==> src/rtl/net_param_pkg.sv <==
// Purpose: shared constants, types and helpers of the parameter message parser
// Assumes: octets arrive one per beat on a byte stream
// Notes: lengths count the whole block, identifier and length octets included
package net_param_pkg;
  // protocol values
  localparam logic [7:0] VERSION_SUPPORTED = 8'h00;
  localparam logic [7:0] FWD_HDR_ID = 8'h00;
  localparam logic [7:0] MSG_ID_MIN = 8'h14;
  localparam logic [7:0] MSG_ID_MAX = 8'h1C;
  localparam logic [7:0] BLK_ID_MIN = 8'h01;
  localparam logic [7:0] BLK_ID_MAX = 8'h0E;
  localparam logic [7:0] TERM_ID = 8'hFF;
  localparam logic [7:0] ADDR_UNKNOWN = 8'h00;
  localparam logic [7:0] ADDR_ONE = 8'h01;
  localparam logic [7:0] ADDR_TWO = 8'h02;
  localparam logic [7:0] ADDR_MIN = 8'h04;
  localparam logic [7:0] ADDR_MAX = 8'h5F;
  localparam logic [7:0] ADDR_GLOBAL = 8'h7F;
  localparam logic [7:0] BLK_HDR_LEN = 8'h02;
  // buffer entry layout: kind, field a, field b
  localparam int ENTRY_W = 18;
  localparam int FIFO_DEPTH = 8;
  localparam logic [1:0] KIND_START = 2'h0;
  localparam logic [1:0] KIND_DATA = 2'h1;
  localparam logic [1:0] KIND_CLOSE = 2'h2;
  // close status
  localparam logic [1:0] CLOSE_OK = 2'h0;
  localparam logic [1:0] CLOSE_TRUNC_MSG = 2'h1;
  localparam logic [1:0] CLOSE_TRUNC_BLK = 2'h2;
  localparam logic [1:0] CLOSE_NO_TERM = 2'h3;
  // discard causes
  localparam logic [2:0] CAUSE_NONE = 3'h0;
  localparam logic [2:0] CAUSE_VER = 3'h1;
  localparam logic [2:0] CAUSE_FWD = 3'h2;
  localparam logic [2:0] CAUSE_MSG_ID = 3'h3;
  localparam logic [2:0] CAUSE_MSG_FIELD = 3'h4;
  localparam logic [2:0] CAUSE_BLK_ID = 3'h5;
  localparam logic [2:0] CAUSE_BLK_FIELD = 3'h6;
  localparam logic [2:0] CAUSE_TRUNC = 3'h7;
  localparam logic [1:0] RST_PIPE_INIT = 2'h0;

  typedef enum logic [3:0] {
    S_VER, S_FIRST, S_FH_SRC, S_FH_FWD, S_FH_DST, S_MSG_ID, S_MSG_LEN, S_MSG_DAT,
    S_BLK_ID, S_BLK_LEN, S_BLK_DAT, S_BLK_SKIP, S_TERM, S_SKIP, S_CLOSE
  } parse_e;

  typedef struct packed {
    parse_e st;
    logic [7:0] cnt;
    logic [7:0] msgId;
    logic [7:0] blkId;
    logic fwdSeen;
    logic [7:0] fwdAddr;
    logic [7:0] dstAddr;
    logic [1:0] closeSt;
    logic discardPulse;
    logic [2:0] discardCause;
    logic relayPulse;
    logic [7:0] relayDst;
  } parse_s;

  localparam parse_s PARSE_RESET = '{st: S_VER, default: '0};

  // address range helpers
  function automatic logic inRange(input logic [7:0] a);
    return (a >= ADDR_MIN) && (a <= ADDR_MAX);
  endfunction : inRange
  function automatic logic srcOk(input logic [7:0] a);
    return (a == ADDR_ONE) || (a == ADDR_TWO) || inRange(a);
  endfunction : srcOk
  function automatic logic fwdOk(input logic [7:0] a);
    return (a == ADDR_UNKNOWN) || inRange(a);
  endfunction : fwdOk
  function automatic logic dstOk(input logic [7:0] a);
    return srcOk(a) || (a == ADDR_GLOBAL);
  endfunction : dstOk
endpackage : net_param_pkg

==> src/rtl/stream_if.sv <==
// Purpose: valid/ready word stream into and out of the parser's buffer
// Assumes: one clock for both ends
// Notes: a word moves when valid and ready are both high
`timescale 1ns/1ps
interface stream_if #(parameter int W = 18);
  logic valid; // word offered
  logic ready; // word accepted
  logic [W-1:0] data; // payload
  modport src(output valid, output data, input ready);
  modport snk(input valid, input data, output ready);
endinterface : stream_if

==> src/rtl/msg_fifo.sv <==
// Purpose: small first-in first-out buffer for parser entries
// Assumes: depth is a power of two, at least two
// Notes: pointers carry one extra wrap bit so full and empty stay distinct
`timescale 1ns/1ps
module msg_fifo #(
  parameter int WIDTH = 18,
  parameter int DEPTH = 8
) (
  input wire logic clk,
  input wire logic rstB,
  stream_if.snk inSide,
  stream_if.src outSide
);
  localparam int AW = $clog2(DEPTH);

  // refuse depths the pointer logic cannot serve
  if (DEPTH < 2 || (1 << AW) != DEPTH) begin : badDepth
    $error("msg_fifo depth must be a power of two of at least two");
  end

  typedef struct packed {
    logic [AW:0] wrPtr; // write pointer with wrap bit
    logic [AW:0] rdPtr; // read pointer with wrap bit
  } fifo_s;

  fifo_s cur_ff;
  fifo_s nxt_ff;
  logic [WIDTH-1:0] mem [DEPTH]; // storage, no reset needed
  logic full;
  logic empty;
  logic push;
  logic pop;

  // flags straight from pointers, so they never lie
  assign full = (cur_ff.wrPtr[AW] != cur_ff.rdPtr[AW]) && (cur_ff.wrPtr[AW-1:0] == cur_ff.rdPtr[AW-1:0]);
  assign empty = cur_ff.wrPtr == cur_ff.rdPtr;
  assign inSide.ready = !full;
  assign outSide.valid = !empty;
  assign outSide.data = mem[cur_ff.rdPtr[AW-1:0]];
  assign push = inSide.valid && !full;
  assign pop = outSide.ready && !empty;

  // pointer update
  always_comb begin
    nxt_ff = cur_ff;
    if (push) begin
      nxt_ff.wrPtr = cur_ff.wrPtr + 1'b1;
    end
    if (pop) begin
      nxt_ff.rdPtr = cur_ff.rdPtr + 1'b1;
    end
  end

  // state register
  always_ff @(posedge clk or negedge rstB) begin
    if (!rstB) begin
      cur_ff <= '0;
    end else begin
      cur_ff <= nxt_ff;
    end
  end

  // storage write
  always_ff @(posedge clk) begin
    if (push) begin
      mem[cur_ff.wrPtr[AW-1:0]] <= inSide.data;
    end
  end
endmodule : msg_fifo

==> src/rtl/net_param_msg_parser.sv <==
// Purpose: receive-side parser of network parameter exchange messages
// Assumes: one frame per rxLast-terminated octet run; frame type flag valid on first octet
// Notes: accepted blocks leave through an 8-entry buffer; stalls reach rxReady
`timescale 1ns/1ps
module net_param_msg_parser #(
  parameter int BUF_DEPTH = net_param_pkg::FIFO_DEPTH
) (
  input wire logic core_clk,
  input wire logic rst_b,
  input wire logic [7:0] rxData,
  input wire logic rxValid,
  input wire logic rxLast,
  input wire logic rxUiType1,
  output logic rxReady,
  input wire logic [7:0] ownLinkAddr,
  input wire logic established,
  output logic blkValid,
  input wire logic blkReady,
  output logic [1:0] blkKind,
  output logic [7:0] blkA,
  output logic [7:0] blkB,
  output logic discardPulse,
  output logic [2:0] discardCause,
  output logic relayPulse,
  output logic [7:0] relayDst
);
  localparam int EW = net_param_pkg::ENTRY_W;

  logic [1:0] rstPipe_ff; // reset release pipeline
  logic rstSyncB; // released reset for the rest of the block
  net_param_pkg::parse_s cur_ff; // all parser state
  net_param_pkg::parse_s nxt_ff; // its next value
  logic take; // octet accepted this cycle
  logic relayHit; // message addressed to us as forwarder
  logic [7:0] lenRem; // octets left after id and length
  logic onBoundary; // frame ended exactly where a block ends

  stream_if #(.W(EW)) wrBus (); // parser to buffer
  stream_if #(.W(EW)) rdBus (); // buffer to user

  // two-stage reset release; first stage feeds only the second
  always_ff @(posedge core_clk or negedge rst_b) begin
    if (!rst_b) begin
      rstPipe_ff <= net_param_pkg::RST_PIPE_INIT;
    end else begin
      rstPipe_ff <= {rstPipe_ff[0], 1'b1};
    end
  end
  assign rstSyncB = rstPipe_ff[1];

  // entry buffer; its full flag stalls the octet stream
  msg_fifo #(.WIDTH(EW), .DEPTH(BUF_DEPTH)) entryBuf (
    .clk(core_clk),
    .rstB(rstSyncB),
    .inSide(wrBus.snk),
    .outSide(rdBus.src)
  );

  assign blkValid = rdBus.valid;
  assign rdBus.ready = blkReady;
  assign blkKind = rdBus.data[17:16];
  assign blkA = rdBus.data[15:8];
  assign blkB = rdBus.data[7:0];
  assign discardPulse = cur_ff.discardPulse;
  assign discardCause = cur_ff.discardCause;
  assign relayPulse = cur_ff.relayPulse;
  assign relayDst = cur_ff.relayDst;

  // no octet taken while the close entry waits for room
  assign rxReady = wrBus.ready && (cur_ff.st != net_param_pkg::S_CLOSE);
  assign take = rxValid && rxReady;
  // unknown forwarder (zero) never matches, so a joiner's blind request is not relayed by us
  assign relayHit = cur_ff.fwdSeen && established && (cur_ff.fwdAddr != net_param_pkg::ADDR_UNKNOWN) &&
                    (cur_ff.fwdAddr == ownLinkAddr);
  assign lenRem = rxData - net_param_pkg::BLK_HDR_LEN;
  // a stale count must not decide this: only body states carry a live count
  assign onBoundary = (cur_ff.st inside {net_param_pkg::S_BLK_ID, net_param_pkg::S_MSG_LEN}) ||
                      (cur_ff.st == net_param_pkg::S_BLK_LEN && rxData <= net_param_pkg::BLK_HDR_LEN) ||
                      (cur_ff.st inside {net_param_pkg::S_MSG_DAT, net_param_pkg::S_BLK_DAT,
                                         net_param_pkg::S_BLK_SKIP} && cur_ff.cnt == 8'h01);

  // next-state logic: one octet per accepted beat
  always_comb begin
    nxt_ff = cur_ff;
    nxt_ff.discardPulse = 1'b0;
    nxt_ff.relayPulse = 1'b0;
    wrBus.valid = 1'b0;
    wrBus.data = '0;
    if (cur_ff.st == net_param_pkg::S_CLOSE) begin
      // close entry carries status and relay mark
      wrBus.valid = 1'b1;
      wrBus.data = {net_param_pkg::KIND_CLOSE, relayHit, 5'h00, cur_ff.closeSt, cur_ff.msgId};
      if (wrBus.ready) begin
        nxt_ff.st = net_param_pkg::S_VER;
        if (relayHit) begin
          // the same path returns answers to a joiner: their header names it as destination
          nxt_ff.relayPulse = 1'b1;
          nxt_ff.relayDst = cur_ff.dstAddr;
        end
      end
    end else if (take) begin
      unique case (cur_ff.st)
        net_param_pkg::S_VER: begin
          nxt_ff.fwdSeen = 1'b0;
          if (!rxUiType1) begin
            // other frame types are not ours; skip quietly
            nxt_ff.st = net_param_pkg::S_SKIP;
          end else if (rxData != net_param_pkg::VERSION_SUPPORTED) begin
            nxt_ff.st = net_param_pkg::S_SKIP;
            nxt_ff.discardPulse = 1'b1;
            nxt_ff.discardCause = net_param_pkg::CAUSE_VER;
          end else begin
            nxt_ff.st = net_param_pkg::S_FIRST;
          end
        end
        net_param_pkg::S_FIRST, net_param_pkg::S_MSG_ID: begin
          if (cur_ff.st == net_param_pkg::S_FIRST && rxData == net_param_pkg::FWD_HDR_ID) begin
            // optional header announced by a zero identifier
            nxt_ff.fwdSeen = 1'b1;
            nxt_ff.st = net_param_pkg::S_FH_SRC;
          end else if (rxData >= net_param_pkg::MSG_ID_MIN && rxData <= net_param_pkg::MSG_ID_MAX) begin
            nxt_ff.msgId = rxData;
            nxt_ff.st = net_param_pkg::S_MSG_LEN;
          end else begin
            nxt_ff.st = net_param_pkg::S_SKIP;
            nxt_ff.discardPulse = 1'b1;
            nxt_ff.discardCause = net_param_pkg::CAUSE_MSG_ID;
          end
        end
        net_param_pkg::S_FH_SRC: begin
          if (!net_param_pkg::srcOk(rxData)) begin
            nxt_ff.st = net_param_pkg::S_SKIP;
            nxt_ff.discardPulse = 1'b1;
            nxt_ff.discardCause = net_param_pkg::CAUSE_FWD;
          end else begin
            nxt_ff.st = net_param_pkg::S_FH_FWD;
          end
        end
        net_param_pkg::S_FH_FWD: begin
          if (!net_param_pkg::fwdOk(rxData)) begin
            nxt_ff.st = net_param_pkg::S_SKIP;
            nxt_ff.discardPulse = 1'b1;
            nxt_ff.discardCause = net_param_pkg::CAUSE_FWD;
          end else begin
            nxt_ff.fwdAddr = rxData;
            nxt_ff.st = net_param_pkg::S_FH_DST;
          end
        end
        net_param_pkg::S_FH_DST: begin
          if (!net_param_pkg::dstOk(rxData)) begin
            nxt_ff.st = net_param_pkg::S_SKIP;
            nxt_ff.discardPulse = 1'b1;
            nxt_ff.discardCause = net_param_pkg::CAUSE_FWD;
          end else begin
            nxt_ff.dstAddr = rxData;
            nxt_ff.st = net_param_pkg::S_MSG_ID;
          end
        end
        net_param_pkg::S_MSG_LEN: begin
          // a length below the two header octets cannot describe a block
          if (rxData < net_param_pkg::BLK_HDR_LEN) begin
            nxt_ff.st = net_param_pkg::S_SKIP;
            nxt_ff.discardPulse = 1'b1;
            nxt_ff.discardCause = net_param_pkg::CAUSE_MSG_FIELD;
          end else begin
            wrBus.valid = 1'b1;
            wrBus.data = {net_param_pkg::KIND_START, cur_ff.msgId, rxData};
            nxt_ff.cnt = lenRem;
            nxt_ff.st = (lenRem == 8'h00) ? net_param_pkg::S_BLK_ID : net_param_pkg::S_MSG_DAT;
          end
        end
        net_param_pkg::S_MSG_DAT: begin
          // octets pass in arrival order, so wide fields stay high octet first
          wrBus.valid = 1'b1;
          wrBus.data = {net_param_pkg::KIND_DATA, cur_ff.msgId, rxData};
          nxt_ff.cnt = cur_ff.cnt - 8'h01;
          if (cur_ff.cnt == 8'h01) begin
            nxt_ff.st = net_param_pkg::S_BLK_ID;
          end
        end
        net_param_pkg::S_BLK_ID: begin
          nxt_ff.blkId = rxData;
          nxt_ff.st = (rxData == net_param_pkg::TERM_ID) ? net_param_pkg::S_TERM : net_param_pkg::S_BLK_LEN;
        end
        net_param_pkg::S_BLK_LEN: begin
          if (cur_ff.blkId < net_param_pkg::BLK_ID_MIN || cur_ff.blkId > net_param_pkg::BLK_ID_MAX) begin
            // undefined block: step over its body and go on
            nxt_ff.discardPulse = 1'b1;
            nxt_ff.discardCause = net_param_pkg::CAUSE_BLK_ID;
            nxt_ff.cnt = (rxData < net_param_pkg::BLK_HDR_LEN) ? 8'h00 : lenRem;
            nxt_ff.st = (rxData <= net_param_pkg::BLK_HDR_LEN) ? net_param_pkg::S_BLK_ID : net_param_pkg::S_BLK_SKIP;
          end else if (rxData < net_param_pkg::BLK_HDR_LEN) begin
            // impossible length: only this block is lost
            nxt_ff.discardPulse = 1'b1;
            nxt_ff.discardCause = net_param_pkg::CAUSE_BLK_FIELD;
            nxt_ff.st = net_param_pkg::S_BLK_ID;
          end else begin
            wrBus.valid = 1'b1;
            wrBus.data = {net_param_pkg::KIND_START, cur_ff.blkId, rxData};
            nxt_ff.cnt = lenRem;
            nxt_ff.st = (lenRem == 8'h00) ? net_param_pkg::S_BLK_ID : net_param_pkg::S_BLK_DAT;
          end
        end
        net_param_pkg::S_BLK_DAT: begin
          wrBus.valid = 1'b1;
          wrBus.data = {net_param_pkg::KIND_DATA, cur_ff.blkId, rxData};
          nxt_ff.cnt = cur_ff.cnt - 8'h01;
          if (cur_ff.cnt == 8'h01) begin
            nxt_ff.st = net_param_pkg::S_BLK_ID;
          end
        end
        net_param_pkg::S_BLK_SKIP: begin
          nxt_ff.cnt = cur_ff.cnt - 8'h01;
          if (cur_ff.cnt == 8'h01) begin
            nxt_ff.st = net_param_pkg::S_BLK_ID;
          end
        end
        net_param_pkg::S_TERM: begin
          nxt_ff.st = net_param_pkg::S_TERM;
        end
        net_param_pkg::S_SKIP: begin
          nxt_ff.st = net_param_pkg::S_SKIP;
        end
        net_param_pkg::S_CLOSE: begin
          nxt_ff.st = net_param_pkg::S_CLOSE;
        end
        default: begin
          nxt_ff.st = net_param_pkg::S_VER;
        end
      endcase
      // end of frame decides how the message closes
      if (rxLast) begin
        if (nxt_ff.st == net_param_pkg::S_SKIP) begin
          nxt_ff.st = net_param_pkg::S_VER;
        end else if (nxt_ff.st inside {net_param_pkg::S_FIRST, net_param_pkg::S_FH_SRC, net_param_pkg::S_FH_FWD,
                                       net_param_pkg::S_FH_DST, net_param_pkg::S_MSG_ID, net_param_pkg::S_MSG_LEN}) begin
          // nothing reported yet, so the message goes as a whole
          nxt_ff.st = net_param_pkg::S_VER;
          nxt_ff.discardPulse = 1'b1;
          nxt_ff.discardCause = net_param_pkg::CAUSE_MSG_FIELD;
        end else begin
          nxt_ff.st = net_param_pkg::S_CLOSE;
          if (nxt_ff.st == net_param_pkg::S_CLOSE && cur_ff.st == net_param_pkg::S_TERM) begin
            nxt_ff.closeSt = net_param_pkg::CLOSE_OK;
          end
          // items overlap on purpose: the first match wins
          priority case (1'b1)
            (nxt_ff.blkId == net_param_pkg::TERM_ID && cur_ff.st inside {net_param_pkg::S_BLK_ID,
                                                                         net_param_pkg::S_TERM}): begin
              nxt_ff.closeSt = net_param_pkg::CLOSE_OK;
            end
            (cur_ff.st == net_param_pkg::S_MSG_DAT && cur_ff.cnt != 8'h01): begin
              nxt_ff.closeSt = net_param_pkg::CLOSE_TRUNC_MSG;
              nxt_ff.discardPulse = 1'b1;
              nxt_ff.discardCause = net_param_pkg::CAUSE_TRUNC;
            end
            (cur_ff.st == net_param_pkg::S_MSG_LEN && lenRem != 8'h00): begin
              nxt_ff.closeSt = net_param_pkg::CLOSE_TRUNC_MSG;
              nxt_ff.discardPulse = 1'b1;
              nxt_ff.discardCause = net_param_pkg::CAUSE_TRUNC;
            end
            (nxt_ff.st == net_param_pkg::S_CLOSE && cur_ff.st inside {net_param_pkg::S_BLK_ID, net_param_pkg::S_BLK_LEN,
                          net_param_pkg::S_BLK_DAT, net_param_pkg::S_BLK_SKIP, net_param_pkg::S_MSG_DAT,
                          net_param_pkg::S_MSG_LEN}): begin
              // block cut short, or no terminator at all
              nxt_ff.closeSt = onBoundary ? net_param_pkg::CLOSE_NO_TERM : net_param_pkg::CLOSE_TRUNC_BLK;
              if (!onBoundary) begin
                nxt_ff.discardPulse = 1'b1;
                nxt_ff.discardCause = net_param_pkg::CAUSE_TRUNC;
              end
            end
            default: begin
              nxt_ff.closeSt = nxt_ff.closeSt;
            end
          endcase
        end
      end
    end
  end

  // single state register
  always_ff @(posedge core_clk or negedge rstSyncB) begin
    if (!rstSyncB) begin
      cur_ff <= net_param_pkg::PARSE_RESET;
    end else begin
      cur_ff <= nxt_ff;
    end
  end
endmodule : net_param_msg_parser

==> config.mk <==
export PLATFORM = sky130hd
export DESIGN_NAME = net_param_msg_parser
export DESIGN_NICKNAME = d
export VERILOG_FILES = /design/src/rtl/net_param_pkg.sv /design/src/rtl/stream_if.sv /design/src/rtl/msg_fifo.sv /design/src/rtl/net_param_msg_parser.sv
export SDC_FILE = /design/constraint.sdc
export NUM_CORES = 1
export LEC_CHECK = 0
export ABC_AREA = 1
export BUFFER_PORTS_ARGS = -buffer_cell sky130_fd_sc_hd__buf_2
export CELL_PAD_IN_SITES_DETAIL_PLACEMENT = 0
export CELL_PAD_IN_SITES_GLOBAL_PLACEMENT = 1
export CORE_MARGIN = 4
export CORE_UTILIZATION = 52
export CTS_CLUSTER_DIAMETER = 40
export CTS_CLUSTER_SIZE = 24
export DETAILED_ROUTE_END_ITERATION = 7
export PLACE_DENSITY_LB_ADDON = 0.12
export SLEW_MARGIN = 20
export SYNTH_ARGS = -nofsm -noshare
export SYNTH_HDL_FRONTEND = slang
export SYNTH_SLANG_ARGS = --single-unit
==> constraint.sdc <==
create_clock -name core_clk -period 3.68 [get_ports core_clk]
set_input_delay 0.184 -clock core_clk [delete_from_list [all_inputs] [get_ports core_clk]]
set_output_delay 0.184 -clock core_clk [all_outputs]
set_load 0.05 [all_outputs]
==> metrics.cfg <==
[clock_network]
ctsHtreeMaxLevel=1
clk_pin_slew_ps=70
postCtsResizedCells=0
numClockSinks=214
cts_tree=built
numCtsBuffers=28
cts_buffer_depth=3
clk_latency_ps=530
cts_root_buffer=clkbuf_16

[layout]
area_growth_pct=13.7
seq_area_mm2=0.00608
fin_nets=1203
final_common_cell=nor2_1
drive_above_1_share=0.169
fill_cells=1753
multiInputGateArea_mm2=0.00371
most-common-layout-cells=190 x nor2_1, 173 x nand2_1, 144 x o21ai_0, 144 x edfxtp_1, 92 x inv_1
diodes=0

[routing]
firstDrtPassIters=5
top_layer=met4
drt_iter0_markers=528
wl_met2_um=12900
dr_wl_met3_um=1230
ant_nets=0
num_vias=7947
wl_met1_um=10800
viasPerCell=5.44
routed_wl_um=25700
wl_per_cell_um=17.6
drc=0

[synthesis]
synth_cells=1127
synth_cell_types=50
synth_top_cell_area_share=0.411
synth_edf_count=144
syn-num-nets=1156
synth.area.top_cells=edfxtp_1 41%, dfrtp_1 17%, o21ai_0 6.8%, nor2_1 6.8%, nand2_1 6.2%
yosysTopAreaCell=edfxtp_1
ys.flop_type=edfxtp_1
synth-seq-cells=214
ys_warn_count=0
yosysSeqAreaShare=0.577
synth_area_mm2=0.0105
synth_area_per_cell_um2=9.34
async_flop_share=0.327

[place]
port_buffers=55
preCtsSetupSlack_ps=846
finalWeightedCongestion=0.904
place_hpwl_um=17400

[run_status]
outcome=finished clean

[setup_path]
start_kind=register
cpLargestDelayFamily=simple AND/OR/NAND/NOR gates
critPathRequiredTime_ps=3900
cp_slowest_cell=dfrtp_1
cp-startpoint=cur_ff[59]$_DFFE_PN0P_
r2r_end=entryBuf.mem[6][7]$_DFFE_PP_
cp.arrival_ps=3060
r2r_setup_slack_ps=840
worstPathMaxFanout=14
cp_cell_sequence=inv_2, nor2_4, inv_2, nor2_4, inv_2, nor2_4, a21oi_2, inv_2, o21ai_2, nand2_1, nand2_2, or2_1, nor2_1, buf_4
path_common_cell=inv_2
cp.depth=14
worst_setup_path_end_kind=register
reg2reg_depth=14
cp_slowest_stage_delay_ps=500
worstReg2RegStart=cur_ff[59]$_DFFE_PN0P_
critical_path_class=reg2reg
crit_end=entryBuf.mem[6][7]$_DFFE_PP_
worst-path-buf-inv=5

[power_and_ir_drop]
ir_drop_mv=0.417
p_per_area_mw_per_mm2=881
leakagePower_nw=5.03

[sta]
slew_headroom=0.351
fmax_mhz=352
finalSetupTns_ps=0
period_share=0.772
period_needed_ps=2840
setup_ws_ps=839
finalHoldViolations=0
clock_skew_ps=11.8
grt_setup_unrepaired=no
finalSetupViolCount=0
fin_hold_ws_ps=9.97
worst_pin_slew_ps=964
report.final.slew_viol_count=0

[grt]
grt_max_degree=74
grt_antenna_before_repair=0
grt_pass1_vias=7655
grt_pass1_wl_um=40800
globalRouteOverflowTotal=0
gr-usage-all-layers=0.230

[hold_path]
hp-class=in2reg

[die]
row_count=51
fp.dieW_um=150
initial_core_util=0.535
die-area_mm2=0.0226
core_area_mm2=0.0197
io_pins=56
die_y_um=150

[flow_run]
maxCapViolCount=0

## metrics by stage
stage | instances | util | total power, mW | area [um^2]
global placement | 1404 | 0.557 | 7.85 | 11000
floorplan | 1127 | - | 6.79 | 10500
CTS | 1461 | 0.609 | 10.6 | 12000
finish | 1461 | 0.609 | 10.5 | 12000
detailed placement | 1404 | 0.557 | 7.87 | 11000
global route | 1461 | 0.609 | 11.2 | 12000
## sequential cells by signal, summed over array words and instances, names as in the netlist
register and flops:
cur_ff 47, rstPipe_ff 2, discardPulse 1, relayDst 8, discardCause 3, entryBuf.cur_ff 8, relayPulse 1, entryBuf.mem 144
## final cells by class
type                       instances  share of cell area
timing repair buffer              76              0.0383
multi-input combinational        739               0.310
inverter                         115              0.0361
clock buffer                      30              0.0610
clock inverter                    22              0.0192
tap                              265              0.0277
sequential                       214               0.508
## per-layer routing
layer | GRT usage | vias to the layer above
met5 | 0 | -
met4 | 0.0723 | 0
met3 | 0.0313 | 44
met2 | 0.406 | 222
met1 | 0.296 | 3786
li1 | - | 3895
## how the worst min path moves through the flow
stage,from,endpoint,slack [ps],depth (start not counted)
3_3_place_gp,rst_b,rstPipe_ff[0]$_DFF_PN0_,-30,1
4_1_cts,rxLast,cur_ff[57]$_DFFE_PN0P_,6,4
5_1_grt,rxData[0],cur_ff[23]$_DFFE_PN0P_,20,3
6_report,rxData[0],cur_ff[23]$_DFFE_PN0P_,10,3
2_1_floorplan,rst_b,rstPipe_ff[0]$_DFF_PN0_,-110,0
3_5_place_dp,rst_b,rstPipe_ff[0]$_DFF_PN0_,-30,1
## repair_timing
action | CTS | global route
setup endpoints to repair | 0 | 0
hold buffers | 5 | 0
endpoints found under the hold margin | 6 | 0
buffers inserted | 0 | 0
## synthesized netlist by cell type, types with 3 or more instances
cell,count
nor3_1,6
nand3_2,3
or2_2,3
buf_2,14
a31oi_1,20
nand2_4,4
ha_1,6
o21ai_0,144
o22ai_1,25
inv_1,93
nand2_1,173
a21oi_1,17
nand3_1,50
o21ai_1,3
nor2_2,7
nor2_1,192
buf_6,3
nand2_2,14
edfxtp_1,144
buf_4,14
dfrtp_1,70
clkbuf_1,27
nand4_1,10
xor2_1,11
a22oi_1,8
nand3b_1,3
nor2_4,12
inv_2,21
## worst register-to-register path: stages (launching register included)
cell and delay, ps:
dfrtp_1 500, inv_2 100, nor2_4 140, inv_2 70
nor2_4 150, inv_2 70, nor2_4 150, a21oi_2 90
inv_2 100, o21ai_2 60, nand2_1 70, nand2_2 70
or2_1 290, nor2_1 350, buf_4 320
## where the power goes
| group | switching [mW] | leakage [nW] | internal [mW] |
|---|---|---|---|
| Combinational | 3.24 | 2.38 | 1.22 |
| Sequential | 0.270 | 2.18 | 3.09 |
| Clock | 1.15 | 0.467 | 1.58 |
| Total | 4.66 | 5.03 | 5.89 |
## kinds of logic (layout without fill, tap and decap cells)
| logic type | after synthesis | after routing | synth area share |
|---|---|---|---|
| AOI/OAI and AO/OA | 231 | 231 | 0.122 |
| xor gates and xnor gates | 13 | 13 | 0.0108 |
| adders and majority gates | 6 | 6 | 0.00713 |
| buffers and inverters | 174 | 243 | 0.0709 |
| DFF | 214 | 214 | 0.577 |
| other | 1 | 1 | 0.000356 |
| and+or+nand+nor | 488 | 488 | 0.211 |
Power figures use the tool's default switching activity.
